<file path="src/common/rcc_cfg.svh">
// constants of the reset cause block: offsets, bit positions, reset values
// assumes 32-bit apb data, each register one aligned word
`ifndef RCC_CFG_SVH
`define RCC_CFG_SVH

// apb address width and register byte offsets
`define RCC_ADDR_W 12
`define RCC_OFF_CAUSE 12'h000
`define RCC_OFF_IRQ_STAT 12'h004
`define RCC_OFF_IRQ_MASK 12'h008
`define RCC_OFF_STATUS 12'h00C

// bit positions inside reset_cause_control
`define RCC_BIT_TRAP 15
`define RCC_BIT_PIN 7
`define RCC_BIT_WDT_SOFT 5
`define RCC_BIT_BROWNOUT 1
`define RCC_BIT_POWERON 0

// power-on value and software writable bits of reset_cause_control
`define RCC_CAUSE_RESET 16'h0003
`define RCC_CAUSE_WMASK 16'h80A3

// event bits of irq status and irq mask
`define RCC_NUM_EVENTS 3
`define RCC_EV_TRAP 0
`define RCC_EV_PIN 1
`define RCC_EV_BROWNOUT 2
`define RCC_IRQ_STAT_RESET 3'h0
`define RCC_IRQ_MASK_RESET 3'h0

// status register bits
`define RCC_ST_WDT_ON 0
`define RCC_ST_FUSE 1
`define RCC_ST_PIN_LEVEL 2

// watchdog enable after power-on, before the fuse is sampled
`define RCC_WDT_EN_RESET 1'h1

`endif

</file>
<file path="src/common/rcc_pkg.sv">
// types of the reset cause block: apb carriers, bus phase, state record
// assumes rcc_cfg.svh is on the include path
package rcc_pkg;
  `include "rcc_cfg.svh"

  // apb request from the master
  typedef struct packed {
    logic psel;
    logic penable;
    logic pwrite;
    logic [`RCC_ADDR_W-1:0] paddr;
    logic [3:0] pstrb;
    logic [31:0] pwdata;
  } apb_req_s;

  // apb answer to the master
  typedef struct packed {
    logic [31:0] prdata;
    logic pready;
    logic pslverr;
  } apb_rsp_s;

  // phase of the slave answer
  typedef enum logic {
    PH_IDLE,
    PH_ACK
  } bus_phase_e;

  // whole state of the block
  typedef struct packed {
    bus_phase_e phase;
    logic [15:0] cause;
    logic [`RCC_NUM_EVENTS-1:0] irq_stat;
    logic [`RCC_NUM_EVENTS-1:0] irq_mask;
    logic pin_prev;
    logic wdt_en;
    logic irq;
    apb_rsp_s rsp;
  } state_s;
endpackage : rcc_pkg

</file>
<file path="src/hw/rcc_sync2.sv">
// two flip-flop synchroniser for levels from outside the pclk domain
// assumes inputs are slow levels; no pulse shorter than two clocks matters
`timescale 1ns/1ps
module rcc_sync2 #(
  parameter int WIDTH = 1,
  parameter logic [WIDTH-1:0] RESET_VAL = '0
) (
  // clock and reset
  input wire logic pclk,
  input wire logic presetn,
  // async levels in, synchronised levels out
  input wire logic [WIDTH-1:0] async_in,
  output logic [WIDTH-1:0] sync_out
);
  logic [WIDTH-1:0] meta_reg; // first stage, read by the second only

  // two stages, reset to the idle level
  always_ff @(posedge pclk or negedge presetn) begin
    if (!presetn) begin
      meta_reg <= RESET_VAL;
      sync_out <= RESET_VAL;
    end else begin
      meta_reg <= async_in;
      sync_out <= meta_reg;
    end
  end
endmodule : rcc_sync2

</file>
<file path="src/hw/reset_cause_status_register.sv">
// reset cause and watchdog enable register behind an apb slave
// assumes presetn is the power-on reset; trap conflict and brown-out causes arrive as
// one-cycle pulses from the reset controller, which leaves this block alive
//
// The register offsets and register access over APB are this design's own decisions.
`timescale 1ns/1ps
`include "rcc_cfg.svh"

// What this block does
// - trap conflict reset sets bit 15
// - master clear pin reset sets bit 7
// - software sets or clears flags, never resets
// - fuse at one forces watchdog always enabled
module reset_cause_status_register
  import rcc_pkg::*;
(
  // clock and power-on reset
  input wire logic pclk,
  input wire logic presetn,
  // apb slave
  input wire apb_req_s apb_req,
  output apb_rsp_s apb_rsp,
  // reset cause events from the reset controller, pclk domain
  input wire logic trap_conflict_reset,
  input wire logic brownout_reset,
  // pins, asynchronous to pclk
  input wire logic master_clear_pin_n,
  input wire logic watchdog_fuse_enable,
  // outputs to the system
  output logic watchdog_enable,
  output logic irq
);

  // ------------------------------------------------------------------
  // declarations
  // ------------------------------------------------------------------
  state_s s_reg; // registered state
  state_s s_next; // next state
  logic [1:0] pins_sync; // synchronised pins
  logic pin_n_sync; // master clear pin, active low
  logic fuse_sync; // watchdog fuse level
  logic pin_assert; // master clear pin went low
  logic [`RCC_NUM_EVENTS-1:0] events; // hardware events this cycle
  logic access; // access phase of a transfer
  logic hit_cause; // address decodes
  logic hit_stat;
  logic hit_mask;
  logic hit_status;
  logic mapped; // address is one of ours
  logic [31:0] rd_data; // read mux
  logic [31:0] lanes; // byte lane mask of the write
  logic do_write; // write takes effect this edge
  logic [15:0] cause_wr; // cause after the software write
  logic [`RCC_NUM_EVENTS-1:0] stat_clr; // write-one-to-clear bits
  logic [`RCC_NUM_EVENTS-1:0] mask_wr; // mask after the software write

  // ------------------------------------------------------------------
  // helpers
  // ------------------------------------------------------------------

  // word address compare, byte offset bits ignored
  function automatic logic reg_hit(
    input logic [`RCC_ADDR_W-1:0] addr,
    input logic [`RCC_ADDR_W-1:0] off
  );
    reg_hit = (addr[`RCC_ADDR_W-1:2] == off[`RCC_ADDR_W-1:2]);
  endfunction : reg_hit

  // expand pstrb into a 32-bit lane mask
  function automatic logic [31:0] lane_mask(input logic [3:0] strb);
    logic [31:0] m;
    m = 32'h0000_0000;
    for (int i = 0; i < 4; i++) begin
      m[i*8 +: 8] = {8{strb[i]}};
    end
    lane_mask = m;
  endfunction : lane_mask

  // ------------------------------------------------------------------
  // pin synchronisers
  // ------------------------------------------------------------------

  // idle levels: pin released high, fuse unprogrammed high
  rcc_sync2 #(
    .WIDTH(2),
    .RESET_VAL(2'h3)
  ) u_pin_sync (
    .pclk(pclk),
    .presetn(presetn),
    .async_in({watchdog_fuse_enable, master_clear_pin_n}),
    .sync_out(pins_sync)
  );

  assign pin_n_sync = pins_sync[0];
  assign fuse_sync = pins_sync[1];

  // ------------------------------------------------------------------
  // event detection
  // ------------------------------------------------------------------

  // falling edge of the synchronised pin is a master clear reset
  assign pin_assert = s_reg.pin_prev & ~pin_n_sync;

  // gather events in irq bit order
  always_comb begin
    events = '0;
    events[`RCC_EV_TRAP] = trap_conflict_reset;
    events[`RCC_EV_PIN] = pin_assert;
    events[`RCC_EV_BROWNOUT] = brownout_reset;
  end

  // ------------------------------------------------------------------
  // address decode and read mux
  // ------------------------------------------------------------------

  // decode of the four word registers
  always_comb begin
    hit_cause = reg_hit(apb_req.paddr, `RCC_OFF_CAUSE);
    hit_stat = reg_hit(apb_req.paddr, `RCC_OFF_IRQ_STAT);
    hit_mask = reg_hit(apb_req.paddr, `RCC_OFF_IRQ_MASK);
    hit_status = reg_hit(apb_req.paddr, `RCC_OFF_STATUS);
    mapped = hit_cause | hit_stat | hit_mask | hit_status;
    access = apb_req.psel & apb_req.penable;
  end

  // read data, upper bits zero, unmapped reads zero
  always_comb begin
    rd_data = 32'h0000_0000;
    if (hit_cause) begin
      rd_data[15:0] = s_reg.cause;
    end else if (hit_stat) begin
      rd_data[`RCC_NUM_EVENTS-1:0] = s_reg.irq_stat;
    end else if (hit_mask) begin
      rd_data[`RCC_NUM_EVENTS-1:0] = s_reg.irq_mask;
    end else if (hit_status) begin
      // live view of the watchdog and pins
      rd_data[`RCC_ST_WDT_ON] = s_reg.wdt_en;
      rd_data[`RCC_ST_FUSE] = fuse_sync;
      rd_data[`RCC_ST_PIN_LEVEL] = pin_n_sync;
    end
  end

  // ------------------------------------------------------------------
  // software write values
  // ------------------------------------------------------------------

  // a write lands on the edge that samples pready high
  assign do_write = access & apb_req.pwrite & (s_reg.phase == PH_ACK);
  assign lanes = lane_mask(apb_req.pstrb);

  // merge of the write data into each register
  always_comb begin
    cause_wr = s_reg.cause;
    stat_clr = '0;
    mask_wr = s_reg.irq_mask;
    if (do_write && hit_cause) begin
      // writable flags take the data, others keep zero
      cause_wr = (s_reg.cause & ~(lanes[15:0] & `RCC_CAUSE_WMASK))
               | (apb_req.pwdata[15:0] & lanes[15:0]
                  & `RCC_CAUSE_WMASK);
    end
    if (do_write && hit_stat) begin
      // ones written clear the sticky bits
      stat_clr = apb_req.pwdata[`RCC_NUM_EVENTS-1:0]
               & lanes[`RCC_NUM_EVENTS-1:0];
    end
    if (do_write && hit_mask) begin
      // mask bits replaced under the low lane
      mask_wr = lanes[0] ? apb_req.pwdata[`RCC_NUM_EVENTS-1:0]
                         : s_reg.irq_mask;
    end
  end

  // ------------------------------------------------------------------
  // next state
  // ------------------------------------------------------------------
  always_comb begin
    s_next = s_reg;

    // track the pin for edge detection
    s_next.pin_prev = pin_n_sync;

    // apb answer, one wait cycle before pready
    case (s_reg.phase)
      PH_IDLE: begin
        if (access) begin
          // answer with data registered from the current address
          s_next.phase = PH_ACK;
          s_next.rsp.pready = 1'h1;
          s_next.rsp.pslverr = ~mapped;
          s_next.rsp.prdata = rd_data;
        end else begin
          s_next.rsp.pready = 1'h0;
          s_next.rsp.pslverr = 1'h0;
        end
      end
      PH_ACK: begin
        // transfer ends on this edge
        s_next.phase = PH_IDLE;
        s_next.rsp.pready = 1'h0;
        s_next.rsp.pslverr = 1'h0;
        s_next.rsp.prdata = 32'h0000_0000;
      end
      default: begin
        // stray phase, return to idle
        s_next.phase = PH_IDLE;
        s_next.rsp = '0;
      end
    endcase

    // software value first, hardware set wins over a software clear
    s_next.cause = cause_wr;
    if (trap_conflict_reset) begin
      s_next.cause[`RCC_BIT_TRAP] = 1'h1;
    end
    if (pin_assert) begin
      s_next.cause[`RCC_BIT_PIN] = 1'h1;
    end
    if (brownout_reset) begin
      s_next.cause[`RCC_BIT_BROWNOUT] = 1'h1;
    end

    // sticky event bits, set beats clear in the same cycle
    for (int i = 0; i < `RCC_NUM_EVENTS; i++) begin
      s_next.irq_stat[i] = (s_reg.irq_stat[i] & ~stat_clr[i]) | events[i];
    end
    s_next.irq_mask = mask_wr;

    // level interrupt, registered
    s_next.irq = |(s_next.irq_stat & s_next.irq_mask);

    // fuse at one overrides the software enable
    s_next.wdt_en = fuse_sync | s_next.cause[`RCC_BIT_WDT_SOFT];
  end

  // ------------------------------------------------------------------
  // state register
  // ------------------------------------------------------------------

  // power-on reset loads the power-on flag values
  always_ff @(posedge pclk or negedge presetn) begin
    if (!presetn) begin
      s_reg.phase <= PH_IDLE;
      s_reg.cause <= `RCC_CAUSE_RESET;
      s_reg.irq_stat <= `RCC_IRQ_STAT_RESET;
      s_reg.irq_mask <= `RCC_IRQ_MASK_RESET;
      s_reg.pin_prev <= 1'h1;
      s_reg.wdt_en <= `RCC_WDT_EN_RESET;
      s_reg.irq <= 1'h0;
      s_reg.rsp <= '0;
    end else begin
      s_reg <= s_next;
    end
  end

  // ------------------------------------------------------------------
  // outputs, all straight from the state register
  // ------------------------------------------------------------------
  assign apb_rsp = s_reg.rsp;
  assign watchdog_enable = s_reg.wdt_en;
  assign irq = s_reg.irq;

endmodule : reset_cause_status_register

</file>
<file path="config.mk">
export PLATFORM = sky130hd
export DESIGN_NAME = reset_cause_status_register
export DESIGN_NICKNAME = d
export VERILOG_FILES = /design/src/common/rcc_pkg.sv /design/src/hw/rcc_sync2.sv /design/src/hw/reset_cause_status_register.sv
export VERILOG_INCLUDE_DIRS = /design/src /design/src/common
export SDC_FILE = /design/constraint.sdc
export NUM_CORES = 1
export LEC_CHECK = 0
export BUFFER_PORTS_ARGS = -buffer_cell sky130_fd_sc_hd__buf_2
export CAP_MARGIN = 20
export CELL_PAD_IN_SITES_DETAIL_PLACEMENT = 1
export CELL_PAD_IN_SITES_GLOBAL_PLACEMENT = 2
export CORE_MARGIN = 4
export CORE_UTILIZATION = 23
export CTS_CLUSTER_DIAMETER = 100
export DETAILED_ROUTE_END_ITERATION = 10
export MAX_ROUTING_LAYER = met4
export PLACE_DENSITY = 0.82
export SLEW_MARGIN = 10
export SYNTH_ARGS = -nofsm -noshare
export SYNTH_HDL_FRONTEND = slang
export SYNTH_SLANG_ARGS = --single-unit
</file>
<file path="constraint.sdc">
create_clock -name pclk -period 2.15 [get_ports pclk]
set_clock_uncertainty 0.15 [all_clocks]
set_input_delay 0.43 -clock pclk [delete_from_list [all_inputs] [get_ports pclk]]
set_output_delay 0.43 -clock pclk [all_outputs]
set_load 0.01 [all_outputs]
</file>
Word level (Yosys, flattened, before mapping)
Cells that the tools add are included.

word-level totals
  flip-flop bits (word level) = 64
  output and inout port bits = 36
  word-level logic and storage cells = 71

operators by class
  equal/unequal tests = 4
  multiplexer cells = 17
  bitwise gates (word level) = 26
  reductions and logical operators = 8

operators with widths
  operator                                        number
  one-hot mux 34 bit (2 select lines)             1
  bitwise AND 16 bit                              2
  two-way mux 32 bit                              1
  two-way mux 3 bit                               7
  == test 10 x 2 -> 1 bit, second input constant  2
  two-way mux 16 bit                              1
  NOT 16 bit                                      1
  OR 16 bit                                       1
  two-way mux 13 bit                              1
  == test 10 x 1 -> 1 bit, second input constant  1
  zero test 10 bit                                1
  bitwise AND 1 bit                               7
  OR 1 bit                                        7
  bitwise AND 3 bit                               2
  NOT 1 bit                                       6
  nonzero test 2 bit                              3
  two-way mux 1 bit                               4
  logical AND 1 bit                               3
  OR reduction 3 bit                              1
  two-way mux 2 bit                               1
  inequality test 2 bit, second input constant    1
  one-hot mux 1 bit (2 select lines)              1

Longest topological paths before layout
  word-level depth = 10
  mapped depth = 6
  mapped depth without buffers = 5

By module
Synthesis repeated with hierarchy kept, for this count alone.

second synthesis, totals
  cell total of the unflattened synthesis = 128
  area, all modules = 1425.1 µm²

by module, submodules not included
  module                       times used  cells each  area an instance (µm²)
  reset_cause_status_register  1           124         1320.0
  rcc_sync2                    1           4           105.1

Least setup slack after synthesis
No wires, ideal clock.

  path kind = in2reg
  from = in apb_req[39] in the netlist's numbering
  to = reg s_reg, in the netlist watchdog_enable
  library setup time = 0.082 ns
  arrival time = 2.047 ns
  required time = 1.918 ns
  path slack = -0.129 ns
  stages on the path = 6
  path buffers = 2
  cells stage by stage = or3_1 -> buf_2 -> or4_4 -> buf_6 -> mux2_4 -> or2_1

RTL lines
  item                  RTL line                            text
  start, declared       reset_cause_status_register.sv:21   input wire apb_req_s apb_req,
  end signal, assigned  reset_cause_status_register.sv:252  s_reg <= s_next;
  end, declared         reset_cause_status_register.sv:37   state_s s_reg;

==> results_tabular.tex <==
\begin{tabular}{lr}
\hline
Metric & Value \\
\hline
\multicolumn{2}{l}{\textbf{Outcome}} \\
\quad Outcome & finished, violations left \\
\quad Violations in the final reports & negative hold slack \\
\multicolumn{2}{l}{\textbf{Synthesis}} \\
\quad Cell count after synthesis & approximately 130 \\
\quad Main combinational cell family by area after synthesis & buffers and inverters \\
\quad Synthesized-area fraction occupied by xor and xnor cells & 0\% \\
\quad Count of warnings emitted by yosys & 0 \\
\quad Simple-gate area share of the yosys netlist & approximately 15\% \\
\quad Share of async-settable or async-resettable flops after synthesis & 100.0\% \\
\quad Most instantiated flip-flop cell in the synthesis netlist & sky130\_fd\_sc\_hd\_\_dfrtp\_1 \\
\quad Area of the mapped netlist & 1398 sq um \\
\quad Multiplexer share of the synthesized area & 6.625\% \\
\quad Adder-cell share of the synthesized area & 0\% \\
\quad Distinct cells, synth & 37 \\
\quad Syn\_area\_per\_cell & 10.51 sq um \\
\quad Share of synthesized area occupied by flip-flops and latches & 47.27\% \\
\quad Number of synthesized flops with an enable pin & 0 \\
\quad FF+latch count, synth & 26 \\
\quad Compound-Gate Fraction of Synth Area & 10.12\% \\
\multicolumn{2}{l}{\textbf{Drt}} \\
\quad Number of detailed-routing iterations run before antenna repair & 4 \\
\quad Post-route DRC violation count & 0 \\
\quad Routed via count & 1030 \\
\quad Average wire length per cell after detail routing & $\sim$13 microns \\
\quad Post-route ant nets & 0 \\
\quad Aggregate routed wire length & 3365 microns \\
\quad DR iter-0 viols & 49 \\
\quad Post-detailed-route via-to-cell ratio & 4.087 \\
\multicolumn{2}{l}{\textbf{Clocking}} \\
\quad Number of cells upsized or downsized after cts & 0 \\
\quad Setup repair bufs after CTS & 0 \\
\quad CTS tree & yes \\
\quad Clock tree sinks & 26 \\
\quad H-tree lvl count & 1 \\
\quad Worst-skew pair later-pin latency & 280 ps \\
\quad Number of hold-repair buffers added at the cts stage & 0 \\
\quad CTS root buf & sky130\_fd\_sc\_hd\_\_clkbuf\_8 \\
\quad TritonCTS buffer count & 3 \\
\quad Clock transition at the register clock pins on the worst setup and hold paths after CTS & 100 ps \\
\quad Maximum buffer depth of the clock tree & 2 \\
\multicolumn{2}{l}{\textbf{Place}} \\
\quad Port Buffers & 36 \\
\quad Gp weighted congestion & between 0.8 and 0.9 \\
\quad Detail Placement HPWL & 2774 microns \\
\multicolumn{2}{l}{\textbf{Floorplanning}} \\
\quad Die X-Extent & 85.95 microns \\
\quad I/O pins & 93 \\
\quad Starting Density & 23.61\% \\
\quad Die Y & 85.95 microns \\
\quad Core Rows & 28 \\
\quad Die Area & 7387 sq um \\
\quad Core box area & 5921 sq um \\
\multicolumn{2}{l}{\textbf{Global route}} \\
\quad Global-route wire length before repair & between 5000 and 6000 microns \\
\quad Leftover overflow at the end of global routing & 0 \\
\quad Global router's overall resource usage & 9.782\% \\
\quad Vias in the first global route & around 1.1k \\
\quad Initial antenna violation count & 0 \\
\quad Maximum number of pins on one net before global-route repair & 27 \\
\multicolumn{2}{l}{\textbf{Critical path}} \\
\quad Worst EP required & 2200 ps \\
\quad Type of destination of the critical path & flop \\
\quad Launch instance of the worst register-to-register path & s\_reg[59] \\
\quad Worst Setup Path Type & input port to flop \\
\quad Crit start category & input port \\
\quad Worst setup path startpoint & apb\_req[43] \\
\quad Worst path arrival time & 2080 ps \\
\quad Largest fanout of any net on the critical path & 3 \\
\multicolumn{2}{l}{\textbf{Layout}} \\
\quad Max FFs per register & 12 \\
\quad Number of nets in the final layout & $\sim$240 \\
\quad Fraction of final layout cells with drive strength greater than 1 & between 40\% and 50\% \\
\quad Area added between synthesis and finish & 20.59\% \\
\quad Share of the core filled with cells & between 20 and 30\% \\
\quad Number of diodes added for antenna fixing & 0 \\
\multicolumn{2}{l}{\textbf{STA}} \\
\quad Final Hold Slack & -18.37 ps \\
\quad Worst Tran Pin Value & roughly 570 ps \\
\quad Relative slew slack & 61.95\% \\
\quad Max-slew violations & 0 \\
\quad Final hold viol count & 12 \\
\quad Setup repair after global routing missed its margin & no \\
\quad Time the worst path needs with I/O delays and setup & 2027 ps \\
\quad Total Negative Setup Slacks & 0 ps \\
\quad Share of the cycle needed by the critical path after routing & 94.27\% \\
\quad Maximum clock frequency & 493.4 MHz \\
\quad Finish-stage setup viols & 0 \\
\multicolumn{2}{l}{\textbf{Flow run}} \\
\quad Max\_cap viols & 0 \\
\multicolumn{2}{l}{\textbf{Pwr}} \\
\quad Static power due to leakage & 0.8259 nW \\
\quad Power density normalized to cell area & 608.7 nW/um\^{}2 \\
\quad Worst vdd ir & between 0.2 and 0.25 mV \\
\multicolumn{2}{l}{\textbf{Worst hold path}} \\
\quad Type of the worst min-delay path & input port to async pin \\
\hline
\end{tabular}
[worst max-delay path, cell delays in order]
cell	delay, ps
sky130_fd_sc_hd__buf_2	100
sky130_fd_sc_hd__nor4_2	370
sky130_fd_sc_hd__nand4_1	180
sky130_fd_sc_hd__or4_4	460
sky130_fd_sc_hd__mux2_4	320
sky130_fd_sc_hd__or2_1	210
[cell usage after synthesis, types with 2 or more instances]
cell                        n  area share, %
sky130_fd_sc_hd__buf_4     34             18
sky130_fd_sc_hd__dfrtp_1   18             32
sky130_fd_sc_hd__nor2_1     9            2.4
sky130_fd_sc_hd__dfstp_2    8             15
sky130_fd_sc_hd__nand2_1    7            1.9
sky130_fd_sc_hd__a22oi_1    6            3.2
sky130_fd_sc_hd__mux2_2     6            4.8
sky130_fd_sc_hd__nand3_1    4            1.4
sky130_fd_sc_hd__inv_1      3           0.81
sky130_fd_sc_hd__nand2b_1   3            1.3
sky130_fd_sc_hd__o21ai_0    3            1.1
sky130_fd_sc_hd__a21oi_1    2           0.72
sky130_fd_sc_hd__and4_1     2            1.3
sky130_fd_sc_hd__clkbuf_1   2           0.54
sky130_fd_sc_hd__nor3_1     2           0.72
sky130_fd_sc_hd__o22a_1     2            1.3
sky130_fd_sc_hd__o22ai_1    2           0.90
[logic make-up (layout without fill, tap and decap cells)]
group                  Yosys count  in the layout
multiplexers                     8              8
AND/OR/NAND/NOR                 37             37
AO/OA/AOI/OAI                   20             20
flip-flops                      26             26
other                            1             26
buffers and inverters           41             60
[area by class of cell]
cell class	instances	area [sq um]
clock buffer	3	41.29
sequential	26	660.6
clock inverter	1	30.03
tap	75	93.84
timing repair buffer	53	307.8
inverter	3	11.26
multi-input combinational	91	540.5
fill	695	4235
[per-stage QoR]
stage | cells | total power [W] | hold slack [ps] | area [sq um] | worst slack (ps)
floorplan | 158 | 0.0005982 | -15.59 | 1491 | -128.6
global placement | 248 | 0.0006230 | 196.6 | 1614 | -161.5
detailed placement | 248 | 0.0006254 | 199.3 | 1614 | -181.3
CTS | 252 | 0.001040 | 4.957 | 1685 | 101.3
global route | 252 | 0.001078 | 33.99 | 1685 | 5.629
finish | 252 | 0.001026 | -18.37 | 1685 | 123.3
[where the power goes]
group	total, W	switching, W	leakage (nW)	internal (W)
logic	0.000112	0.0000697	0.483	0.0000419
registers	0.000505	0.00000333	0.308	0.000501
clock network	0.000410	0.000160	0.0357	0.000249
total	0.00103	0.000233	0.826	0.000792
[layer usage]
metal,part of all wire [%],vias to the layer above,track usage [%]
met2,50,42,15.77
li1,-,494,-
met5,0,-,-
met3,6.1,2,1.921
met4,0.42,0,2.590
met1,44,492,12.52
[final timing paths]
path	to	slack (ps)	depth (start not counted)
max in group asynchronous	u_pin_sync.sync_out[0]	1470	1
max	watchdog_enable	120	6
min	apb_rsp[0]	-20	1
min in group pclk	u_pin_sync.meta_reg[1]	100	1
max reg2reg	irq	270	5
min reg2reg	u_pin_sync.sync_out[0]	210	0
[cells in the final DEF (no fill, tap or decap), types with 2 or more instances in the layout]
| cell type | instances |
|---|---|
| sky130_fd_sc_hd__o22ai_1 | 2 |
| sky130_fd_sc_hd__o21ai_0 | 3 |
| sky130_fd_sc_hd__nand3_1 | 4 |
| sky130_fd_sc_hd__nor3_1 | 2 |
| sky130_fd_sc_hd__a22oi_1 | 6 |
| sky130_fd_sc_hd__clkbuf_8 | 3 |
| sky130_fd_sc_hd__nor2_1 | 9 |
| sky130_fd_sc_hd__mux2_2 | 6 |
| sky130_fd_sc_hd__buf_2 | 36 |
| sky130_fd_sc_hd__o22a_1 | 2 |
| sky130_fd_sc_hd__dfrtp_1 | 18 |
| sky130_fd_sc_hd__nand2_1 | 7 |
| sky130_fd_sc_hd__inv_1 | 3 |
| sky130_fd_sc_hd__and4_1 | 2 |
| sky130_fd_sc_hd__nand2b_1 | 3 |
| sky130_fd_sc_hd__dfstp_2 | 8 |
| sky130_fd_sc_hd__a21oi_1 | 2 |
| sky130_fd_sc_hd__conb_1 | 26 |
| sky130_fd_sc_hd__buf_4 | 17 |
(Power assumes the default switching activity.)
